`config.mk`:
```
export PLATFORM = sky130hd
export DESIGN_NAME = rbp_port
export DESIGN_NICKNAME = d
export VERILOG_FILES = /design/src/logic/rbp_pkg.sv /design/src/logic/rbp_port.sv
export SDC_FILE = /design/constraint.sdc
export NUM_CORES = 1
export LEC_CHECK = 0
export ABC_AREA = 1
export BUFFER_PORTS_ARGS = -buffer_cell sky130_fd_sc_hd__buf_2
export CORE_MARGIN = 2
export CORE_UTILIZATION = 35
export CTS_CLUSTER_SIZE = 30
export DETAILED_ROUTE_END_ITERATION = 16
export GPL_TIMING_DRIVEN = 0
export PLACE_DENSITY = 0.47
export SLEW_MARGIN = 40
export SYNTH_ARGS = -nofsm -noshare
export SYNTH_HDL_FRONTEND = slang
export SYNTH_SLANG_ARGS = --single-unit
```
`constraint.sdc`:
```
create_clock -name core_clk -period 2.33 [get_ports core_clk]
set_clock_uncertainty 0.15 [all_clocks]
set_input_delay 0 -clock core_clk [delete_from_list [all_inputs] [get_ports core_clk]]
set_output_delay 0 -clock core_clk [all_outputs]
set_load 0.1 [all_outputs]
```
`src/logic/rbp_pkg.sv`:
```
// Package for the asynchronous parallel register port
package rbp_pkg;
  localparam int unsigned RBP_ADDR_W = 4;
  localparam int unsigned RBP_DATA_W = 8;
  localparam int unsigned RBP_NUM_REGS = 16;
  localparam logic [7:0] RBP_REG_RESET = 8'h00;
  localparam int unsigned RBP_SYNC_STAGES = 2;

  // Synchronised host strobes and buses
  typedef struct packed {
    logic cs_n;
    logic oe_n;
    logic we_n;
    logic [RBP_ADDR_W-1:0] addr;
    logic [RBP_DATA_W-1:0] data;
  } rbp_bus_t;

  // Port phase
  typedef enum logic [1:0] {
    RBP_IDLE,
    RBP_READ,
    RBP_WRITE,
    RBP_BLOCKED
  } rbp_state_t;
endpackage

```
`src/logic/rbp_port.sv`:
```
// Asynchronous byte-wide host register port with sixteen register locations
// Function
// - Write only while chip select and write enable are both low together.
// - Write begins at the later falling edge of chip select or write enable.
// - Write ends at first rising edge; data from the last sample before it is latched.
// - Data pins float whenever output enable is high, writes included.
// - Chip select falling with or after write enable: outputs never drive.
// - Write enable qualifies register writes only together with chip select low.
// - Sixteen byte-wide registers selected by the address inputs.
`timescale 1ns/1ps
`default_nettype none
module rbp_port
  import rbp_pkg::*;
#(
  parameter int unsigned NUM_REGS = RBP_NUM_REGS
) (
  input wire logic core_clk,
  input wire logic rst_n,
  input wire logic clk_en,
  input wire logic cs_n,
  input wire logic oe_n,
  input wire logic we_n,
  input wire logic [RBP_ADDR_W-1:0] addr,
  input wire logic [RBP_DATA_W-1:0] dq_in,
  output logic [RBP_DATA_W-1:0] dq_out,
  output logic dq_oe_n,
  output logic wr_strobe,
  output logic [RBP_ADDR_W-1:0] wr_addr,
  output logic [RBP_DATA_W-1:0] wr_data
);

  // ==========================================================
  // Input synchronisers
  rbp_bus_t meta;
  rbp_bus_t sync;
  rbp_bus_t held;
  rbp_bus_t pin_bus;

  assign pin_bus = '{cs_n: cs_n, oe_n: oe_n, we_n: we_n, addr: addr, data: dq_in};

  always_ff @(posedge core_clk or negedge rst_n) begin
    if (!rst_n) begin
      meta <= '{cs_n: 1'b1, oe_n: 1'b1, we_n: 1'b1, addr: '0, data: '0};
      sync <= '{cs_n: 1'b1, oe_n: 1'b1, we_n: 1'b1, addr: '0, data: '0};
    end else if (clk_en) begin
      meta <= pin_bus;
      sync <= meta;
    end
  end

  // Previous sample, used only for the end-of-write data
  always_ff @(posedge core_clk or negedge rst_n) begin
    if (!rst_n) begin
      held <= '{cs_n: 1'b1, oe_n: 1'b1, we_n: 1'b1, addr: '0, data: '0};
    end else if (clk_en) begin
      held <= sync;
    end
  end

  // ==========================================================
  // Access phase
  rbp_state_t state;
  rbp_state_t next_state;
  logic overlap;

  assign overlap = !sync.cs_n && !sync.we_n;

  always_comb begin
    next_state = state;
    unique case (state)
      RBP_IDLE: begin
        if (!sync.cs_n) begin
          // Select arriving with write enable already low blocks output
          if (!sync.we_n) begin
            next_state = RBP_WRITE;
          end else begin
            next_state = RBP_READ;
          end
        end
      end
      RBP_READ: begin
        if (sync.cs_n) begin
          next_state = RBP_IDLE;
        end else if (!sync.we_n) begin
          next_state = RBP_WRITE;
        end
      end
      RBP_WRITE: begin
        if (sync.cs_n) begin
          next_state = RBP_IDLE;
        end else if (sync.we_n) begin
          next_state = RBP_BLOCKED;
        end
      end
      RBP_BLOCKED: begin
        if (sync.cs_n) begin
          next_state = RBP_IDLE;
        end else if (!sync.we_n) begin
          next_state = RBP_WRITE;
        end
      end
    endcase
  end

  // Tracks whether this select began inside a write-enable low
  logic late_select;

  always_ff @(posedge core_clk or negedge rst_n) begin
    if (!rst_n) begin
      late_select <= 1'b0;
    end else if (clk_en) begin
      if (sync.cs_n) begin
        late_select <= 1'b0;
      end else if (state == RBP_IDLE && !sync.we_n) begin
        late_select <= 1'b1;
      end
    end
  end

  always_ff @(posedge core_clk or negedge rst_n) begin
    if (!rst_n) begin
      state <= RBP_IDLE;
    end else if (clk_en) begin
      state <= next_state;
    end
  end

  // ==========================================================
  // Register storage and write commit
  logic [RBP_DATA_W-1:0] regs [NUM_REGS];
  logic [RBP_ADDR_W-1:0] wr_addr_lat;
  logic write_end;

  assign write_end = state == RBP_WRITE && !overlap;

  // Address taken while the overlap stands
  always_ff @(posedge core_clk or negedge rst_n) begin
    if (!rst_n) begin
      wr_addr_lat <= '0;
    end else if (clk_en && overlap) begin
      wr_addr_lat <= sync.addr;
    end
  end

  // Data latched from the last sample inside the overlap
  always_ff @(posedge core_clk or negedge rst_n) begin
    if (!rst_n) begin
      for (int i = 0; i < int'(NUM_REGS); i++) begin
        regs[i] <= RBP_REG_RESET;
      end
    end else if (clk_en && write_end) begin
      regs[wr_addr_lat] <= held.data;
    end
  end

  always_ff @(posedge core_clk or negedge rst_n) begin
    if (!rst_n) begin
      wr_strobe <= 1'b0;
      wr_addr <= '0;
      wr_data <= '0;
    end else if (clk_en) begin
      wr_strobe <= write_end;
      if (write_end) begin
        wr_addr <= wr_addr_lat;
        wr_data <= held.data;
      end
    end
  end

  // ==========================================================
  // Read drive
  logic drive;

  assign drive = !sync.cs_n && !sync.oe_n && sync.we_n && !late_select
      && !(state == RBP_IDLE && !sync.we_n);

  always_ff @(posedge core_clk or negedge rst_n) begin
    if (!rst_n) begin
      dq_oe_n <= 1'b1;
      dq_out <= '0;
    end else if (clk_en) begin
      dq_oe_n <= !drive;
      dq_out <= regs[sync.addr];
    end
  end
endmodule
`default_nettype wire

```
Word level (Yosys, flattened, before mapping). Index checks and enable logic that the tools add are counted.

Order comparisons: 3. Eq/ne operators: 6. Muxes and demuxes: 15. Bitwise gates (word level): 2. Reduce and logical (&&, ||, !) cells: 23.

Operator list (number): $bwmux 128 (1); $bmux 8 s4 (1); $demux 8 s4 (1); $mux 8 (3); $mux 2 (6); $ge 5x5->1 const B (2); $logic_and 1x1->1 (10); $not 4->5 (2); $logic_not 1->1 (7); $pmux 2 s3 (1); $lt 5x1->1 const B (1); $eq 2x2->1 const B (2); $reduce_and 2->1 (2); $reduce_and 4->1 (1); $ne 3x2->1 const B (1); $ne 3x3->1 const B (1); $eq 2x1->1 const B (1); $logic_not 2->1 (1); $mux 1 (2); $ne 2x2->1 const B (1); $reduce_bool 2->1 (1); $reduce_or 2->1 (1).

Register bits after elaboration: 195. Input port bits: 18. Output and inout port bits: 22. Word-level logic and storage cells: 84.

Longest topological paths before layout. Gate-level depths: netlist (run 1).

Depth after elaboration: 6. Depth in mapped cells: 11. Mapped depth without buffers: 9.

Worst setup path after synthesis (run 1). OpenSTA, ideal clock, no wires.

Kind: register to register. Start: register sync[14] (netlist name). End: register regs[93] (netlist name). Arrival time: 1.398 ns. Path slack: 0.653 ns. Cell stages (with the launch flop): 9. Buffers on the path: 1. Period minus slack after synthesis: 1.677 ns. Cell sequence: dfstp_2 -> nor2_2 -> nor2_8 -> nand2_8 -> nor2_8 -> nand3_4 -> buf_6 -> nand2_1 -> o21ai_2.

Longest elaborated chain between the ends: 5.

Ends and longest elaborated chain: from (decl) (RTL line rbp_port.sv:35) `rbp_bus_t sync;`; from (signal assigned) (RTL line rbp_port.sv:44) `sync <= '{cs_n: 1'b1, oe_n: 1'b1, we_n: 1'b1, addr: '0, data: '0};`; from (signal assigned) (RTL line rbp_port.sv:47) `sync <= meta;`; $logic_not 1->1 (RTL line rbp_port.sv:66) `assign overlap = !sync.cs_n && !sync.we_n;`; $logic_and 1x1->1 (RTL line rbp_port.sv:66); $logic_not 1->1 (RTL line rbp_port.sv:134) `assign write_end = state == RBP_WRITE && !overlap;`; $logic_and 1x1->1 (RTL line rbp_port.sv:134); $logic_and 1x1->1 (RTL line rbp_port.sv:151) `end else if (clk_en && write_end) begin`; to (signal, indexed assignment) (RTL line rbp_port.sv:152) `regs[wr_addr_lat] <= held.data;`; to (decl) (RTL line rbp_port.sv:130) `logic [RBP_DATA_W-1:0] regs [NUM_REGS];`.

Every way passes these cells. A chain may end at the register's enable or synchronous reset.

Final worst setup path (run 1).
Start: register sync[8] (netlist name). End: register dq_out[4].

Longest elaborated chain between the ends: 4.

Ends and longest elaborated chain: $not 4->5 (not written as such) (RTL line rbp_port.sv:183) `dq_out <= regs[sync.addr];`; $bmux 8 s4 (RTL line rbp_port.sv:183); $mux 8 (not written as such) (2 in series) (RTL line rbp_port.sv:183); to (signal assigned) (RTL line rbp_port.sv:183); to (decl) (RTL line rbp_port.sv:25) `output logic [RBP_DATA_W-1:0] dq_out,`.

Every way passes these cells. The select of a mux whose other input is x is not followed.

==> results.toml, run 1 <==
[layout]
layout.nets = 1109
n_antenna_cell = 0
drive_gt1_share_pct = 17.12
multi_input_area_sq_mm = 0.003513
n_fill_cell = 2584
layout.cells.non_filler = 1434
final-seq-area_sq_mm = 0.004888
area_growth_pct = 17.12

[sta]
setup_tns_ns = 0
finalCriticalPeriod_ns = 2.161
fmax_mhz = 462.7
hold_violations = 0
worst_pin_slew_ns = 0.8377
setup_viol = 0
whs_ns = 0.1385
slew_viol_final = 0
relSlewSlack_pct = 44.15
rsz0062_at_grt = "no"
period_share_pct = 92.77

[global_route]
grt_start_max_net_pins = 65
grtUsageTotal_pct = 21.15
grt_first_pass_wirelength_um = 41610
antenna_found_initial = 0
grt_pass1_vias = 6998
overflow = 0

[floorplan]
io_pins = 40
num_rows = 58
die_w_um = 162.9
core_region_area_sq_mm = 0.02496
die_h_um = 162.9
start_util_pct = 35.40
die_area_sq_mm = 0.02654

[power_and_ir_drop]
p_leak_nw = 4.867
power_frac_seq_pct = 41.8
total_power_mw = 10.89
switching_share_pct = 40.08
clkPwrFrac_pct = 27.3
p_int_mw = 6.523
p_per_area_mw_per_mm2 = 1052
vdd_ir_drop_max_mv = 0.4844
combPwrFrac_pct = 30.9
switching_power_mw = 4.363

[clocking]
clockRootBuffer = "clkbuf_16"
cts_num_sinks = 195
htree_levels = 4
cts_buffers = 17
clkLatencyLatePin_ns = 0.45
cts_tree = "yes"
path_clk_slew_ns = 0.07
cts_buffer_depth = 2

[drt]
via_count = 7041
firstDrtPassIters = 5
post_drt_wl_per_cell_um = 18.43
avgViaCountPerCell = 4.910
antenna_left = 0
drc = 0
wirelength_um = 26420
drt_first_iter_violations = 559

[synthesis]
avgSynthCellArea_sq_um = 8.768
synth_edf_count = 0
synth.area.top_cells = "dfrtp_1 53%, nand2_1 18%, nand3_1 5.5%, o21ai_2 4.6%, o21ai_0 3.9%"
yosysTopAreaCell = "dfrtp_1"
synthDistinctLibCells = 30
syn_nets = 1026
synth_top_area_share_pct = 53.23
syn_area_sq_mm = 0.008838
yosys-top-cells-count = "425 x nand2_1, 188 x dfrtp_1, 97 x nand3_1"
synthArstFlopShare_pct = 100.0
yosysSeqAreaShare_pct = 55.31
syn_inst = 1008
synth_ff_type = "dfrtp_1"
yosysMostFrequentCell = "nand2_1"
ys_ff_latch = 195
yosys_warnings = 0

[setup_path]
worstSetupPathType = "reg2reg"
crit_required_ns = 2.57
reg2regPathDepth = 10
critPathArrivalTime_ns = 2.40
crit_path_start_kind = "flop"
cp-end-kind = "flop"
rrSetupSlack_ns = 0.17
cp-endpoint = "dq_out[4]"
worstReg2RegEnd = "dq_out[4]"
r2r-start = "sync[8]"
cp_max_fo = 10
critPathLaunch = "sync[8]"

[placement]
gp_congestion = 0.8166
dp_hpwl_um = 18600
placed_cells = 1380
portBuffers = 39

[min_path]
hold_class = "in2reg"

[flow_run]
drv_cap = 0

[outcome]
status = "finished clean"
==> repair_timing <==
action,4_1_cts,5_1_grt
setup endpoints to repair,0,7
resized for setup,0,4
buffers inserted,0,0
hold endpoints to repair,159,0
hold buffers,22,0
==> placed cells by master, fill, tap and decap left out, drive strengths merged <==
cell / count
a21oi: 3
a22o: 1
a22oi: 1
a31oi: 1
buf: 71
bufinv: 1
clkbuf: 54
clkinv: 6
clkinvlp: 2
dfrtp: 188
dfstp: 7
dlygate4sd3: 21
inv: 27
nand2: 436
nand3: 101
nand4: 4
nor2: 15
nor3: 1
o21ai: 164
==> kinds of logic after synthesis <==
kind of cell | after synthesis | share of synthesized area [%]
flip-flops | 195 | 55.31
AO/OA/AOI/OAI | 170 | 11.66
buffers and inverters | 86 | 4.941
AND/OR/NAND/NOR | 557 | 28.09
==> metal layers <==
layer / vias up / track usage (%) / share of wire (%)
met5: - / 0 / 0
met4: 0 / 5.109 / 1.3
met3: 20 / 3.234 / 2.7
met2: 118 / 35.46 / 49
met1: 3460 / 28.85 / 47
li1: 3443 / - / -
==> layout make-up <==
class	count	area share, %
Timing Repair Buffer	64	5.004
Multi-Input combinational cell	727	33.94
Inverter	24	0.9670
Clock buffer	20	4.412
Buffer	62	3.312
Tap cell	330	3.989
Sequential cell	195	47.23
Clock inverter	12	1.148
==> through the flow <==
stage / utilization [%] / setup WS, ns / instance area [sq um]
after floorplan: - / 0.6526 / 8838
after CTS: 41.44 / 0.03236 / 10340
after detailed placement: 38.18 / 0.04350 / 9532
final: 41.46 / 0.1686 / 10350
after global routing: 41.46 / 0.003538 / 10350
after global placement: 37.84 / -2.424 / 9447
==> critical path, stage by stage, from the launching register on <==
cell and delay (ns):
dfrtp_1 0.35, buf_2 0.23, buf_1 0.58, nand2_1 0.10, nand3_1 0.11, nand3_1 0.16, nand2_1 0.14, nand2_1 0.06
nand2_1 0.10, nand2_1 0.06, nand2_1 0.06
==> state kept, by name, summed over array words and instances (netlist names), 4 cells and up <==
register / count
regs: 128
meta: 15
sync: 15
dq_out: 8
held: 8
wr_data: 8
wr_addr: 4
wr_addr_lat: 4
==> power groups by stage <==
stage                     Combinational (mW)  Sequential, mW  Clock [mW]
final                                   3.36            4.55        2.97
after global routing                    3.68            4.65        3.16
after CTS                               3.40            4.55        3.02
after detailed placement                3.36            4.60           0
after global placement                  3.31            4.60           0
after floorplan                         1.55            5.49           0
==> worst min-delay path by stage <==
stage / endpoint / slack (ns) / cells after the start / start
final: meta[0] / 0.14 / 4 / dq_in[0]
after detailed placement: wr_data[6] / -0.22 / 1 / rst_n
after floorplan: dq_out[0] / -0.45 / 0 / rst_n
after global placement: meta[4] / 0.05 / 3 / dq_in[4]
after CTS: meta[10] / 0.12 / 4 / addr[2]
after global routing: meta[0] / 0.14 / 4 / dq_in[0]
Power figures use the tool's default switching activity.
==> run 2, diff against run 1 <==
--- a/config.mk
+++ b/config.mk
@@ -9,10 +9,10 @@
 export BUFFER_PORTS_ARGS = -buffer_cell sky130_fd_sc_hd__buf_2
 export CORE_MARGIN = 2
 export CORE_UTILIZATION = 35
-export CTS_CLUSTER_SIZE = 30
+export CTS_CLUSTER_SIZE = 24
 export DETAILED_ROUTE_END_ITERATION = 16
 export GPL_TIMING_DRIVEN = 0
-export PLACE_DENSITY = 0.47
+export PLACE_DENSITY = 0.49
 export SLEW_MARGIN = 40
 export SYNTH_ARGS = -nofsm -noshare
 export SYNTH_HDL_FRONTEND = slang
==> constraint.sdc (replaced) <==
create_clock -name core_clk -period 1.8 [get_ports core_clk]
set_clock_uncertainty 0.15 [all_clocks]
set_input_delay 0 -clock core_clk [delete_from_list [all_inputs] [get_ports core_clk]]
set_output_delay 0 -clock core_clk [all_outputs]
set_load 0.1 [all_outputs]
==> run 2 against run 1 <==
The run now ends with hold timing, setup timing left. Sequential power grew 31%. Setup slack got worse by 0.19 ns. Sequential cell count is the same. Cell area increased by 6.8%. Non-clock buffer count is 24 higher. First-iteration DRC count up 9.5%. Hold slack got worse by 0.24 ns. Final cell count increased by 1.7%. Sequential share of layout area decreased by 3.0 points. Register-to-register slack worse by 0.19 ns. Critical endpoint is now regs[5]. Largest cell class unchanged.
==> results.toml, run 2 (same netlist as run 1, synthesis figures left out) <==
[global_route]
grtUsageTotal_pct = 21.46
grt_pass1_vias = 7172
grt_start_max_net_pins = 70
antenna_found_initial = 0
grt_first_pass_wirelength_um = 42340
overflow = 0

[layout]
top_register = "regs"
layout.nets = 1134
drive_gt1_share_pct = 25.60
final_util_pct = 44.27
largest_reg_flops = 128
final_cell_mix = "395 x nand2_1, 185 x dfrtp_1, 93 x nand3_1, 66 x o21ai_0, 54 x o21ai_2"
n_antenna_cell = 0
layout.cells.non_filler = 1459
largest_registers = "regs: 128 flops, meta: 15 flops, sync: 15 flops"
area_growth_pct = 25.03
layout_commonest_cell = "nand2_1"

[flow_run]
drv_cap = 0

[drt]
drc = 0
avgViaCountPerCell = 4.965
wirelength_um = 26820
firstDrtPassIters = 5
via_count = 7244
drt_first_iter_violations = 612
antenna_left = 0
post_drt_wl_per_cell_um = 18.38

[power_and_ir_drop]
vdd_ir_drop_max_mv = 0.9313
p_leak_nw = 5.199
p_per_area_mw_per_mm2 = 1313

[floorplan]
die_w_um = 162.9
io_pins = 40
die_area_sq_mm = 0.02654
die_h_um = 162.9
start_util_pct = 35.40
num_rows = 58
core_region_area_sq_mm = 0.02496

[setup_path]
reg2regPathDepth = 8
crit_path_start_kind = "flop"
rrSetupSlack_ns = -0.02
r2r-start = "sync[12]"
crit_required_ns = 1.97
worstSetupPathType = "reg2reg"
cp_max_fo = 6
cp_slowest_stage_delay_ns = 0.56
crit_chain = "nor2_4, nor2_8, nand2_8, nor2_8, nand3_4, buf_8, nand2_2, o21ai_2"
timing.critical_path.buf_inv = 1
worstReg2RegEnd = "regs[5]"
cp-end-kind = "flop"
slowest_stage = "dfstp_2"
critPathLaunch = "sync[12]"
critPathArrivalTime_ns = 1.99
cp_top_family = "simple AND/OR/NAND/NOR gates"
crit_top_cell = "nor2_8"

[placement]
dp_hpwl_um = 18410
pre_cts_slack_ns = -0.4583
gp_congestion = 0.8840
portBuffers = 39
placed_cells = 1379

[clocking]
cts_buffer_depth = 2
cts_buffers = 17
holdBufCountCts = 20
cts_tree = "yes"
clockRootBuffer = "clkbuf_16"
clkLatencyLatePin_ns = 0.45
path_clk_slew_ns = 0.09
cts_num_sinks = 195
htree_levels = 4

[sta]
worst_slack_ns = -0.01920
hold_violations = 56
period_share_pct = 101.1
finalCriticalPeriod_ns = 1.819
slew_viol_final = 0
fmax_mhz = 549.7
rsz0062_at_grt = "yes"
whs_ns = -0.1019
relSlewSlack_pct = 58.39
setup_tns_ns = -0.03245
setup_viol = 3
worst_pin_slew_ns = 0.6234

[min_path]
hold_class = "in2async"

[outcome]
status = "finished with violations"
violations = "hold timing, setup timing"
-- run 2: cell count changes in the layout (fill, tap and decap cells not counted), sizes merged --
| cell | before | now |
|---|---|---|
| dlygate4sd3 | 21 | 20 |
| clkbuf | 54 | 50 |
| clkinvlp | 2 | 5 |
| bufinv | 1 | 0 |
| buf | 71 | 97 |
| inv | 27 | 29 |
-- run 2: layer usage --
layer / up-vias / GRT usage, % / part of all wire [%]
met3: 42 / 3.514 / 4.5
li1: 3516 / - / -
met4: 0 / 7.200 / 2.5
met1: 3528 / 30.71 / 47
met5: - / 0 / 0
met2: 158 / 33.11 / 46
-- run 2: worst max path at each step --
| stage | endpoint | slack (ns) | depth (start not counted) |
|---|---|---|---|
| floorplan | regs[93] | 0.12 | 8 |
| global placement | meta[1] | -2.93 | 1 |
| detailed placement | dq_out[6] | -0.46 | 11 |
| CTS | regs[6] | -0.04 | 8 |
| global route | regs[5] | -0.07 | 8 |
| finish | regs[5] | -0.02 | 8 |
-- run 2: layout make-up --
type | instances | area (sq um)
repair buffers | 92 | 815.8
clock buffers | 17 | 425.4
clock inverters | 15 | 175.2
repair inverters | 1 | 8.758
fillers | 2526 | 13910
inverters | 24 | 130.1
flip-flops and latches | 195 | 4892
multi-input cells | 727 | 3691
well taps | 330 | 412.9
plain buffers | 58 | 499.2
-- run 2: repair_timing --
action                     in CTS  in global routing
cloned                          3                  3
resized for setup              84                 73
pin swaps                       3                  5
hold endpoints to repair      145                 36
setup endpoints to repair     145                 86
buffers inserted               13                 13
-- run 2: power breakdown --
group / internal, mW / total [mW] / switching (mW)
Sequential: 5.35 / 5.96 / 0.611
Clock: 1.89 / 3.88 / 1.99
Combinational: 1.29 / 4.68 / 3.39
Total: 8.53 / 14.5 / 5.99
-- run 2: per-stage QoR --
| stage | hold WS (ns) | area, sq um | total power, mW |
|---|---|---|---|
| after floorplan | -0.4456 | 8838 | 9.111 |
| after global placement | 0.05249 | 9447 | 10.26 |
| after detailed placement | -0.1830 | 9513 | 10.33 |
| after CTS | -0.07168 | 10680 | 14.43 |
| after global routing | -0.06631 | 11050 | 15.31 |
| final | -0.1019 | 11050 | 14.51 |
